==> config.mk <==
export PLATFORM = sky130hd
export DESIGN_NAME = pfsa_top
export DESIGN_NICKNAME = d
export VERILOG_FILES = /design/src/pfsa_pkg.sv /design/src/pfsa_sync.sv /design/src/pfsa_top.sv
export VERILOG_INCLUDE_DIRS = /design/src
export SDC_FILE = /design/constraint.sdc
export NUM_CORES = 1
export LEC_CHECK = 0
export ABC_AREA = 0
export BUFFER_PORTS_ARGS = -buffer_cell sky130_fd_sc_hd__buf_2
export CAP_MARGIN = 10
export CORE_ASPECT_RATIO = 1.5
export CORE_MARGIN = 2
export CORE_UTILIZATION = 40
export CTS_CLUSTER_DIAMETER = 200
export DETAILED_ROUTE_END_ITERATION = 7
export HOLD_SLACK_MARGIN = 0.06
export SYNTH_ARGS = -nofsm -noshare
export SYNTH_HDL_FRONTEND = slang
export SYNTH_SLANG_ARGS = --single-unit
==> constraint.sdc <==
create_clock -name I_CLOCK -period 12.7 [get_ports I_CLOCK]
set_clock_uncertainty 0.15 [all_clocks]
set_input_delay 1.27 -clock I_CLOCK [delete_from_list [all_inputs] [get_ports I_CLOCK]]
set_output_delay 1.27 -clock I_CLOCK [all_outputs]
set_load 0.03 [all_outputs]
==> src/pfsa_map.svh <==
// Offsets, field positions, reset values and timing counts of the flash access block
`ifndef PFSA_MAP_SVH
`define PFSA_MAP_SVH

// ********************
// Register selects
// ********************
`define PFSA_SEL_ADDR_LOW 3'h0
`define PFSA_SEL_ADDR_HIGH 3'h1
`define PFSA_SEL_DATA_LOW 3'h2
`define PFSA_SEL_DATA_HIGH 3'h3
`define PFSA_SEL_CONTROL 3'h4
`define PFSA_SEL_UNLOCK 3'h5

// ********************
// Control register bit positions
// ********************
`define PFSA_CTL_RD 0
`define PFSA_CTL_WR 1
`define PFSA_CTL_WRITE_ENABLE_BIT 2
`define PFSA_CTL_WRITE_ERROR_FLAG 3
`define PFSA_CTL_FREE 4
`define PFSA_CTL_LWLO 5

// ********************
// Widths, reset values and unlock pattern
// ********************
`define PFSA_ADDR_W 15
`define PFSA_DATA_W 14
`define PFSA_ROW_WORDS 32
`define PFSA_ADDR_RESET 15'h0000
`define PFSA_DATA_RESET 14'h0000
`define PFSA_UNLOCK_KEY1 8'h55
`define PFSA_UNLOCK_KEY2 8'hAA
`define PFSA_WP_LIMIT_BOOT 15'h0200
`define PFSA_WP_LIMIT_HALF 15'h4000

// ********************
// Timing
// ********************
`define PFSA_CLK_PERIOD_NS 50
`define PFSA_PROG_TIME_NS 2000
`define PFSA_ERASE_TIME_NS 2000
`define PFSA_PROG_CYCLES \
    ((`PFSA_PROG_TIME_NS + `PFSA_CLK_PERIOD_NS - 1) / `PFSA_CLK_PERIOD_NS)
`define PFSA_ERASE_CYCLES \
    ((`PFSA_ERASE_TIME_NS + `PFSA_CLK_PERIOD_NS - 1) / `PFSA_CLK_PERIOD_NS)

`endif

==> src/pfsa_pkg.sv <==
// Types shared by the flash access block
package pfsa_pkg;

    typedef enum logic [2:0] {
        ST_IDLE,
        ST_RD_WAIT,
        ST_RD_CAP,
        ST_IND_WAIT,
        ST_IND_CAP,
        ST_LOAD,
        ST_PROG,
        ST_ERASE
    } pfsa_state_type;

    typedef enum logic [1:0] {
        UNL_NONE,
        UNL_FIRST,
        UNL_ARMED
    } pfsa_unlock_type;

    typedef struct packed {
        logic lwlo;
        logic free;
        logic write_error_flag;
        logic write_enable_bit;
        logic wr;
        logic rd;
    } pfsa_ctrl_type;

    typedef struct packed {
        logic rd;
        logic load;
        logic prog;
        logic erase;
        logic bulk;
        logic [14:0] addr;
        logic [13:0] wdata;
    } pfsa_flash_cmd_type;

endpackage

==> src/pfsa_sync.sv <==
// Two-stage synchroniser for asynchronous level inputs
`timescale 1ns/1ns
`default_nettype none

module pfsa_sync #(
    parameter int WIDTH = 1
) (
    input wire logic i_clock,
    input wire logic i_arst_n,
    input wire logic [WIDTH-1:0] i_async,
    output logic [WIDTH-1:0] o_sync
);

    logic [WIDTH-1:0] meta_reg;
    logic [WIDTH-1:0] sync_reg;

    // First stage feeds only the second stage
    always_ff @(posedge i_clock or negedge i_arst_n)
    begin
        if (!i_arst_n)
        begin
            meta_reg <= '0;
            sync_reg <= '0;
        end
        else
        begin
            meta_reg <= i_async;
            sync_reg <= meta_reg;
        end
    end

    assign o_sync = sync_reg;

endmodule

`default_nettype wire

==> src/pfsa_top.sv <==
// Program flash self-access sequencer with indirect read path
//
// Behaviour
// - Data pair holds 14-bit flash word
// - Address pair forms 15-bit word address
// - Address reaches any of 32K words
// - Internal timer times program and erase
// - Code lock blocks programmer, not self-write
// - Only programmer bulk erase releases lock
// - Protected region refuses self-write and erase
// - Read/write start bits set-only, hardware cleared
// - Writes need write enable; cleared at power-up
// - Reset during write sets error flag
// - Unlock register reads as zero
// - Writes blocked until unlock pattern written
// - Pointer top bit maps flash, low byte
// - Indirect flash path is read-only
// - Indirect flash read stalls for two cycles
// - Latches filled word by word, indexed by address low bits
// - Erase removes one whole row
`timescale 1ns/1ns
`default_nettype none
`include "pfsa_map.svh"

module pfsa_top
    import pfsa_pkg::*;
(
    input wire logic I_CLOCK,
    input wire logic I_ARST_N,
    input wire logic I_POR_N,
    input wire logic I_REG_WR,
    input wire logic [2:0] I_REG_SEL,
    input wire logic [7:0] I_REG_WDATA,
    output logic [7:0] O_REG_RDATA,
    input wire logic I_IND_RD,
    input wire logic [15:0] I_IND_ADDR,
    output logic [7:0] O_IND_RDATA,
    output logic O_IND_VALID,
    output logic O_IND_STALL,
    output pfsa_flash_cmd_type O_FLASH_CMD,
    input wire logic [13:0] I_FLASH_RDATA,
    input wire logic I_CFG_CODE_PROTECT_N,
    input wire logic [1:0] I_CFG_WRITE_PROTECT,
    input wire logic I_PGM_RD_REQ,
    input wire logic I_PGM_WR_REQ,
    input wire logic I_PGM_BULK_ERASE,
    output logic O_PGM_RD_GRANT,
    output logic O_PGM_WR_GRANT,
    output logic O_CODE_LOCKED,
    output logic O_WP_REFUSED,
    output logic O_BUSY
);

    // ********************
    // Declarations
    // ********************
    logic rst_n;
    pfsa_state_type state_reg, state_next;
    pfsa_unlock_type unlock_reg, unlock_next;
    pfsa_ctrl_type ctrl_reg, ctrl_next;
    pfsa_flash_cmd_type flash_reg, flash_next;
    logic [14:0] addr_reg, addr_next;
    logic [13:0] data_reg, data_next;
    logic [4:0] idx_reg, idx_next;
    logic [7:0] timer_reg, timer_next;
    logic [7:0] rdata_reg, rdata_next;
    logic [7:0] ind_rdata_reg, ind_rdata_next;
    logic ind_valid_reg, ind_valid_next;
    logic stall_reg, stall_next;
    logic refused_reg, refused_next;
    logic busy_reg, busy_next;
    logic mark_reg, mark_next;
    logic cp_reg, cp_next;
    logic cp_loaded_reg, cp_loaded_next;
    logic bulk_prev_reg, bulk_prev_next;
    logic pgm_rd_reg, pgm_rd_next;
    logic pgm_wr_reg, pgm_wr_next;
    logic [2:0] pgm_sync;
    logic bulk_edge;
    logic wr_go;
    logic latch_we;
    logic [13:0] latch_mem [0:`PFSA_ROW_WORDS-1];

    // Power-up also clears everything the device reset clears
    assign rst_n = I_ARST_N & I_POR_N;

    // Programmer pins come from outside the clock domain
    pfsa_sync #(
        .WIDTH(3)
    ) u_pgm_sync (
        .i_clock(I_CLOCK),
        .i_arst_n(rst_n),
        .i_async({I_PGM_BULK_ERASE, I_PGM_WR_REQ, I_PGM_RD_REQ}),
        .o_sync(pgm_sync)
    );

    // Write-protect region lookup
    function automatic logic wp_hit(input logic [1:0] cfg,
                                    input logic [14:0] a);
        logic hit;
        hit = 1'b0;
        case (cfg)
            2'b00: hit = 1'b1;
            2'b01: hit = (a < `PFSA_WP_LIMIT_HALF);
            2'b10: hit = (a < `PFSA_WP_LIMIT_BOOT);
            default: hit = 1'b0;
        endcase
        return hit;
    endfunction

    // ********************
    // Sequencer and register file
    // ********************
    // Start is accepted only right after the two keys
    always_comb
    begin
        wr_go = I_REG_WR && (I_REG_SEL == `PFSA_SEL_CONTROL) &&
            I_REG_WDATA[`PFSA_CTL_WR] && (unlock_reg == UNL_ARMED);
    end

    // Next state of the sequencer and software-visible registers
    always_comb
    begin
        state_next = state_reg;
        unlock_next = unlock_reg;
        ctrl_next = ctrl_reg;
        addr_next = addr_reg;
        data_next = data_reg;
        idx_next = idx_reg;
        timer_next = timer_reg;
        flash_next = flash_reg;
        flash_next.rd = 1'b0;
        flash_next.load = 1'b0;
        flash_next.prog = 1'b0;
        flash_next.erase = 1'b0;
        ind_rdata_next = ind_rdata_reg;
        ind_valid_next = 1'b0;
        stall_next = stall_reg;
        refused_next = 1'b0;
        latch_we = 1'b0;
        mark_next = mark_reg;

        if (I_REG_WR)
        begin
            if (I_REG_SEL == `PFSA_SEL_UNLOCK)
            begin
                if (I_REG_WDATA == `PFSA_UNLOCK_KEY1)
                    unlock_next = UNL_FIRST;
                else if (I_REG_WDATA == `PFSA_UNLOCK_KEY2 &&
                         unlock_reg == UNL_FIRST)
                    unlock_next = UNL_ARMED;
                else
                    unlock_next = UNL_NONE;
            end
            else
                unlock_next = UNL_NONE;
        end

        if (I_REG_WR)
        begin
            if (I_REG_SEL == `PFSA_SEL_ADDR_LOW)
                addr_next[7:0] = I_REG_WDATA;
            else if (I_REG_SEL == `PFSA_SEL_ADDR_HIGH)
                addr_next[14:8] = I_REG_WDATA[6:0];
            else if (I_REG_SEL == `PFSA_SEL_DATA_LOW)
                data_next[7:0] = I_REG_WDATA;
            else if (I_REG_SEL == `PFSA_SEL_DATA_HIGH)
                data_next[13:8] = I_REG_WDATA[5:0];
            else if (I_REG_SEL == `PFSA_SEL_CONTROL)
            begin
                // start bits only set by software
                ctrl_next.rd = ctrl_reg.rd | I_REG_WDATA[`PFSA_CTL_RD];
                // and the enable in the same write
                ctrl_next.wr = ctrl_reg.wr |
                    (wr_go & I_REG_WDATA[`PFSA_CTL_WRITE_ENABLE_BIT]);
                ctrl_next.write_enable_bit = I_REG_WDATA[`PFSA_CTL_WRITE_ENABLE_BIT];
                ctrl_next.write_error_flag = I_REG_WDATA[`PFSA_CTL_WRITE_ERROR_FLAG];
                ctrl_next.free = I_REG_WDATA[`PFSA_CTL_FREE];
                ctrl_next.lwlo = I_REG_WDATA[`PFSA_CTL_LWLO];
            end
        end

        case (state_reg)
            ST_IDLE:
            begin
                if (ctrl_reg.wr)
                begin
                    if (ctrl_reg.lwlo)
                    begin
                        // load one hidden latch per start
                        latch_we = 1'b1;
                        ctrl_next.wr = 1'b0;
                    end
                    else if (wp_hit(I_CFG_WRITE_PROTECT, addr_reg))
                    begin
                        refused_next = 1'b1;
                        ctrl_next.wr = 1'b0;
                    end
                    else if (ctrl_reg.free)
                    begin
                        // erase whole row at row base
                        flash_next.addr = {addr_reg[14:5], 5'h00};
                        flash_next.erase = 1'b1;
                        timer_next = 8'(`PFSA_ERASE_CYCLES - 1);
                        mark_next = 1'b1;
                        state_next = ST_ERASE;
                    end
                    else
                    begin
                        idx_next = 5'h00;
                        mark_next = 1'b1;
                        state_next = ST_LOAD;
                    end
                end
                else if (ctrl_reg.rd)
                begin
                    flash_next.addr = addr_reg;
                    flash_next.rd = 1'b1;
                    state_next = ST_RD_WAIT;
                end
                else if (I_IND_RD && I_IND_ADDR[15])
                begin
                    flash_next.addr = I_IND_ADDR[14:0];
                    flash_next.rd = 1'b1;
                    stall_next = 1'b1;
                    state_next = ST_IND_WAIT;
                end
            end
            ST_RD_WAIT:
                state_next = ST_RD_CAP;
            ST_RD_CAP:
            begin
                // full 14-bit word into data pair
                data_next = I_FLASH_RDATA;
                ctrl_next.rd = 1'b0;
                state_next = ST_IDLE;
            end
            ST_IND_WAIT:
                state_next = ST_IND_CAP;
            ST_IND_CAP:
            begin
                ind_rdata_next = I_FLASH_RDATA[7:0];
                ind_valid_next = 1'b1;
                stall_next = 1'b0;
                state_next = ST_IDLE;
            end
            ST_LOAD:
            begin
                flash_next.addr = {addr_reg[14:5], idx_reg};
                flash_next.wdata = latch_mem[idx_reg];
                flash_next.load = 1'b1;
                idx_next = idx_reg + 5'h01;
                if (idx_reg == 5'h1F)
                begin
                    timer_next = 8'(`PFSA_PROG_CYCLES);
                    state_next = ST_PROG;
                end
            end
            ST_PROG, ST_ERASE:
            begin
                if (timer_reg != 8'h00)
                begin
                    timer_next = timer_reg - 8'h01;
                    flash_next.prog = (state_reg == ST_PROG);
                    flash_next.erase = (state_reg == ST_ERASE);
                end
                else
                begin
                    ctrl_next.wr = 1'b0;
                    mark_next = 1'b0;
                    state_next = ST_IDLE;
                end
            end
            default:
                state_next = ST_IDLE;
        endcase

        // mark survives reset; set beats clear
        if (mark_reg && state_reg == ST_IDLE && rst_n)
        begin
            ctrl_next.write_error_flag = 1'b1;
            mark_next = 1'b0;
        end

        // bulk erase always passes to flash
        flash_next.bulk = bulk_edge;
    end

    // Readback, one cycle after the select
    always_comb
    begin
        rdata_next = 8'h00;
        if (I_REG_SEL == `PFSA_SEL_ADDR_LOW)
            rdata_next = addr_reg[7:0];
        else if (I_REG_SEL == `PFSA_SEL_ADDR_HIGH)
            rdata_next = {1'b0, addr_reg[14:8]};
        else if (I_REG_SEL == `PFSA_SEL_DATA_LOW)
            rdata_next = data_reg[7:0];
        else if (I_REG_SEL == `PFSA_SEL_DATA_HIGH)
            rdata_next = {2'b00, data_reg[13:8]};
        else if (I_REG_SEL == `PFSA_SEL_CONTROL)
            rdata_next = {2'b00, ctrl_reg.lwlo, ctrl_reg.free,
                ctrl_reg.write_error_flag, ctrl_reg.write_enable_bit, ctrl_reg.wr, ctrl_reg.rd};
        // unlock select falls through to zero
        busy_next = (state_reg != ST_IDLE) | ctrl_reg.wr | ctrl_reg.rd;
    end

    // Sequencer registers
    always_ff @(posedge I_CLOCK or negedge rst_n)
    begin
        if (!rst_n)
        begin
            state_reg <= ST_IDLE;
            unlock_reg <= UNL_NONE;
            ctrl_reg <= '0;
            flash_reg <= '0;
            addr_reg <= `PFSA_ADDR_RESET;
            data_reg <= `PFSA_DATA_RESET;
            idx_reg <= 5'h00;
            timer_reg <= 8'h00;
            rdata_reg <= 8'h00;
            ind_rdata_reg <= 8'h00;
            ind_valid_reg <= 1'b0;
            stall_reg <= 1'b0;
            refused_reg <= 1'b0;
            busy_reg <= 1'b0;
        end
        else
        begin
            state_reg <= state_next;
            unlock_reg <= unlock_next;
            ctrl_reg <= ctrl_next;
            flash_reg <= flash_next;
            addr_reg <= addr_next;
            data_reg <= data_next;
            idx_reg <= idx_next;
            timer_reg <= timer_next;
            rdata_reg <= rdata_next;
            ind_rdata_reg <= ind_rdata_next;
            ind_valid_reg <= ind_valid_next;
            stall_reg <= stall_next;
            refused_reg <= refused_next;
            busy_reg <= busy_next;
        end
    end

    // Write-in-progress mark, reset only by power-up
    always_ff @(posedge I_CLOCK or negedge I_POR_N)
    begin
        if (!I_POR_N)
            mark_reg <= 1'b0;
        else
            mark_reg <= mark_next;
    end

    // Hidden row latches, no reset needed for data storage
    always_ff @(posedge I_CLOCK)
    begin
        if (latch_we)
            latch_mem[addr_reg[4:0]] <= data_reg;
    end

    // ********************
    // Code protection and programmer access
    // ********************
    // Lock strap caught on first edge after reset release
    always_comb
    begin
        bulk_edge = pgm_sync[2] & ~bulk_prev_reg;
        bulk_prev_next = pgm_sync[2];
        cp_loaded_next = 1'b1;
        cp_next = cp_reg;
        if (!cp_loaded_reg)
            cp_next = ~I_CFG_CODE_PROTECT_N;
        // only bulk erase releases the lock
        else if (bulk_edge)
            cp_next = 1'b0;
        pgm_rd_next = pgm_sync[0] & ~cp_reg;
        pgm_wr_next = pgm_sync[1] & ~cp_reg;
    end

    // Locked is the safe value until the strap is read
    always_ff @(posedge I_CLOCK or negedge rst_n)
    begin
        if (!rst_n)
        begin
            cp_reg <= 1'b1;
            cp_loaded_reg <= 1'b0;
            bulk_prev_reg <= 1'b0;
            pgm_rd_reg <= 1'b0;
            pgm_wr_reg <= 1'b0;
        end
        else
        begin
            cp_reg <= cp_next;
            cp_loaded_reg <= cp_loaded_next;
            bulk_prev_reg <= bulk_prev_next;
            pgm_rd_reg <= pgm_rd_next;
            pgm_wr_reg <= pgm_wr_next;
        end
    end

    // Outputs straight from flip-flops
    assign O_REG_RDATA = rdata_reg;
    assign O_IND_RDATA = ind_rdata_reg;
    assign O_IND_VALID = ind_valid_reg;
    assign O_IND_STALL = stall_reg;
    assign O_FLASH_CMD = flash_reg;
    assign O_PGM_RD_GRANT = pgm_rd_reg;
    assign O_PGM_WR_GRANT = pgm_wr_reg;
    assign O_CODE_LOCKED = cp_reg;
    assign O_WP_REFUSED = refused_reg;
    assign O_BUSY = busy_reg;

endmodule

`default_nettype wire

# == Word level (Yosys, flattened, before mapping) ==
# Memory sizes are Yosys's and may differ from the RTL's. A register that Yosys moved wholly into a read port is not among the register bits.
# Index checks and enable logic that the tools add are counted.
# totals
register_bits,105
in_bits,52
wordCells,234
latch_bits,0
ramBits,448
mem_bits_ro,0
n_memories,1
# mem_list
name,depth,word_bits,rd,rd_clocked_by_memory_dff,wr,line,text
latch_mem,32,14,1,1,1,pfsa_top.sv:82,logic [13:0] latch_mem [0:`PFSA_ROW_WORDS-1];
# classes
n_eq_ne,47
n_shift,0
n_addsub,2
mux,94
n_mul,0
n_reduce_logical,38
magnitude_cmp,2
n_bitwise,16
div_mod_pow,0
# ops
cell,count
$mux W15,6
$mux W8,10
$mux W14,4
$mux W1,39
$ne A2 B2 Y1 const B,15
$pmux W15 S2,1
$reduce_and A5 Y1,5
$mux W4,6
$mux W6,4
$pmux W8 S3,1
$mux W3,7
$mux W5,4
$eq A3 B3 Y1 const B,6
$pmux W3 S6,1
$reduce_and A6 Y1,3
$reduce_bool A2 Y1,8
$lt A15 B10 Y1 const B,1
$lt A15 B15 Y1 const B,1
$ne A3 B3 Y1 const B,5
$eq A3 B2 Y1 const B,4
$mux W2,5
$ne A2 B1 Y1 const B,5
$pmux W5 S2,1
$reduce_bool A3 Y1,3
other kinds (25),54

# == Logic depth before layout (Yosys ltp) ==
# logic_depth
ltp_word,16
depth_mapped,10
depth_no_buf,8

# == Modules after synthesis ==
# A second synthesis with hierarchy kept.
# hier_totals
hier_cells,1316
hier_area_um2,22864.4
# modules_own_cells
mod,seq_area_each_um2,n_inst,cells_per_inst,area_each_um2
pfsa_top,16281.9,1,1310,22714.3
pfsa_sync,150.1,1,6,150.1

# == Least setup slack after synthesis ==
# OpenSTA, ideal clock, no wires.
# synth_path
path_type,input -> register
startpoint,in I_POR_N
endpoint,reg mark_reg
slack_ns,7.752
setup_time_ns,0.121
arrival_time_ns,4.677
required_time_ns,12.429
cell_stages,4
path_buffers,0
path_cell_list,and2_1 > nand3_1 > o21ai_0 > nor2_1
# synth_via
elab_chain_len,4
elab_cells_between_ends,9
classes_between,4 x eq/ne; 1 x mux; 1 x bitwise; 3 x reduce/logical
# synth_lines
item,line,text
"start, declared",pfsa_top.sv:30,"input wire logic I_POR_N,"
$and A1 B1 Y1 *,pfsa_top.sv:85,assign rst_n = I_ARST_N & I_POR_N;
$logic_and A1 B1 Y1 *,pfsa_top.sv:279,if (mark_reg && state_reg == ST_IDLE && rst_n)
"$ne A3 B3 Y1 (no line), or another cell as far along",--,
$reduce_and A5 Y1 (no line),--,
"end signal, assigned",pfsa_top.sv:353,mark_reg <= mark_next;
"end, declared",pfsa_top.sv:72,"logic mark_reg, mark_next;"
# Every way passes the cells marked *; elsewhere a longest branch is shown, timed or not.
# A chain may end at the register's enable or synchronous reset.

==> flow_summary.toml <==
[yosys]
synthesis.nets = 1428
synth_edf_count = 448
synthCells = 1372
yosysWarnings = 0
synthFlopType = "edfxtp_1"
syn_avg_cell_area_um2 = 16.55
syn-cell-area_um2 = 22710
async_flop_share = 0.2099
synth_seq_area_share = 0.7235
yosysUniqueCellTypes = 64
synth.ff_latch_count = 567

[power]
power_w = 0.003956
pwr_density_cell_nw_per_um2 = 152.1
p_leak_nw = 9.989
irDropWorstVdd_v = 0.0001041

[layout]
area_growth_pct = 14.49
fill_cells = 4977
final_cells = 2307
nets = 1560
diodes = 0
largest_reg_flops = 448
drive_gt1_frac = 0.2455

[route]
drtAntennaViolNets = 0
finalWirelength_um = 56750
vias = 12580
firstDrtPassIters = 5
drc = 0
via_per_inst = 5.452
first_iter_violations = 1158
avgRoutedWirePerCell_um = 24.60

[setup_path]
cp-end-kind = "flip-flop"
critPathBufInv = 2
crit_type = "reg2reg"
cp.required_ns = 12.97
reg2regPathDepth = 6
critPathArrivalTime_ns = 4.21
crit_path_max_fanout = 56
crit_cells = 6
crit_slowest_cell = "buf_4"
crit_path_start_kind = "flip-flop"
max_stage_delay_ns = 0.86
crit_chain = "buf_4 -> buf_4 -> mux4_2 -> a22o_1 -> o32ai_1 -> a31oi_1"
cpMostUsedCell = "buf_4"
critical-path-top-delay-family = "buffers and inverters"

[timing]
fmax_mhz = 253.6
timing.final.crit_period_ns = 3.944
grt_setup_unrepaired = "no"
tightestPinTransition_ns = 1.183
hold_slack_ns = 0.2026
timing.final.crit_share = 0.3105
drv_slew = 0
layout_setup_ws_ns = 8.756
finalSetupViolCount = 0
finalHoldViolCount = 0
tns_ns = 0
slew_headroom = 0.2106

[global_routing]
grt_max_degree = 74
antenna_found_initial = 0
grt-ovfl-total = 0
use_met3 = 0.02331
grtUsageMet2 = 0.3497
grt_pass1_wl_um = 85180
grt_pass1_vias = 13020
track_usage = 0.1969
grt_use_met1 = 0.2410
top_usage_layer = "met2"

[run_status]
status = "completed"

[clocking]
cts_setup_buffers = 0
root_buffer = "clkbuf_16"
numCtsBuffers = 49
cts_tree = "built"
cts_max_level = 2
hold_buffers = 0
clock_latency_ns = 0.57
clock_path_buffers = 3
cts_resized = 0
clock-sinks = 567
clkTransAtPathRegs_ns = 0.07

[min_path]
hold_depth = 0
hp-class = "reg2reg"

[floorplan]
die_height_um = 295.8
core_um2 = 56500
die_w_um = 198.6
start_util = 0.4020
io_pins = 109
rows = 107
dieArea_um2 = 58740

[placement]
dp_cells = 2214
hpwl_um = 35360
io_buffers = 108
dp_slack_ns = 8.750
place_congestion = 0.8140

[job]
max_cap_viol_count = 0
[cells by family after synthesis]
| group | share of synthesized area |
|---|---|
| buffers and inverters | 0.01823 |
| AO/OA/AOI/OAI | 0.06165 |
| flip-flops | 0.7235 |
| XOR/XNOR | 0.0007714 |
| other | 0.0001651 |
| multiplexers | 0.1335 |
| AND/OR/NAND/NOR | 0.05994 |
| adder cells (fa/ha/maj) | 0.002204 |
[final cells by class]
class / count / area, um2 / area share
sequential: 567 / 16440 / 0.6321
multi-input combinational: 714 / 5927 / 0.2279
clock buffer: 59 / 1294 / 0.04975
timing repair buffer: 161 / 978.4 / 0.03763
tap: 763 / 954.7 / 0.03671
clock inverter: 32 / 371.6 / 0.01429
inverter: 11 / 41.29 / 0.001588
[through the flow]
stage	utilization	cell area, um2
after detailed placement	0.4298	24280
after floorplan	-	22710
after global routing	0.4603	26000
after CTS	0.4593	25950
final	0.4603	26000
after global placement	0.4298	24280
[layout by cell type (no fill, tap or decap), drive strengths merged, types with 14 or more instances in the layout]
master  instances
clkbuf         59
buf           161
mux2i         123
nand3          37
mux2           36
nand2          95
mux4           62
a31oi          16
inv            14
o21ai          37
edfxtp        448
dfrtp         118
nor2           64
a21oi          50
a22oi          57
clkinv         20
[layer usage]
layer | up-vias | wire length (um)
met5 | - | 0
met4 | 0 | 2518
met3 | 91 | 2286
met2 | 364 | 29780
met1 | 6507 | 22160
li1 | 5615 | -
[worst reg2reg max path: stages, from the launching register on]
cell,delay [ns]
dfrtp_4,0.73
buf_4,0.75
buf_4,0.90
mux4_2,0.67
a22o_1,0.24
o32ai_1,0.28
a31oi_1,0.08
[cells in the mapped netlist (4+ instances only)]
cell type / n / share of area
edfxtp_1: 448 / 0.59
mux2i_1: 123 / 0.054
dfrtp_1: 118 / 0.13
nand2_1: 95 / 0.016
nor2_1: 64 / 0.011
mux4_2: 62 / 0.061
a22oi_1: 57 / 0.019
a21oi_1: 45 / 0.0099
clkbuf_1: 39 / 0.0064
nand3_1: 37 / 0.0082
mux2_2: 36 / 0.018
o21ai_0: 35 / 0.0077
buf_2: 19 / 0.0042
a31oi_1: 16 / 0.0044
a211o_1: 11 / 0.0042
buf_1: 11 / 0.0018
inv_1: 11 / 0.0018
nor2b_1: 11 / 0.0030
nor3_1: 10 / 0.0022
buf_4: 9 / 0.0030
nand2b_1: 9 / 0.0025
and3_1: 7 / 0.0019
nand3b_1: 6 / 0.0020
o22a_1: 6 / 0.0023
a21oi_2: 5 / 0.0019
and2_1: 5 / 0.0014
nor3b_1: 5 / 0.0017
a211oi_1: 4 / 0.0013
a21o_1: 4 / 0.0013
ha_1: 4 / 0.0022
nand4_1: 4 / 0.0011
nor4_1: 4 / 0.0011
or3_1: 4 / 0.0011
[report_power, final]
part / total, W / switching, W / internal [W]
combinational: 0.000248 / 0.000181 / 0.0000666
clock: 0.00156 / 0.000665 / 0.000893
sequential: 0.00215 / 0.0000361 / 0.00211
total: 0.00396 / 0.000883 / 0.00307
[final timing paths]
path	slack, ns	end	from
worst max register to register	8.76	O_FLASH_CMD[1]$_DFFE_PN0P_	idx_reg[0]$_DFFE_PN0P_
worst max-delay path	8.76	O_FLASH_CMD[1]$_DFFE_PN0P_	idx_reg[0]$_DFFE_PN0P_
worst min-delay path	0.20	u_pgm_sync.o_sync[1]$_DFF_PN0_	u_pgm_sync.meta_reg[1]$_DFF_PN0_
worst min register to register	0.20	u_pgm_sync.o_sync[1]$_DFF_PN0_	u_pgm_sync.meta_reg[1]$_DFF_PN0_
max in group asynchronous	10.21	bulk_prev_reg$_DFF_PN0_	I_POR_N
min in group asynchronous	0.32	mark_reg$_DFFE_PN0P_	I_POR_N
Note: power is estimated with default switching activity, not from simulation.
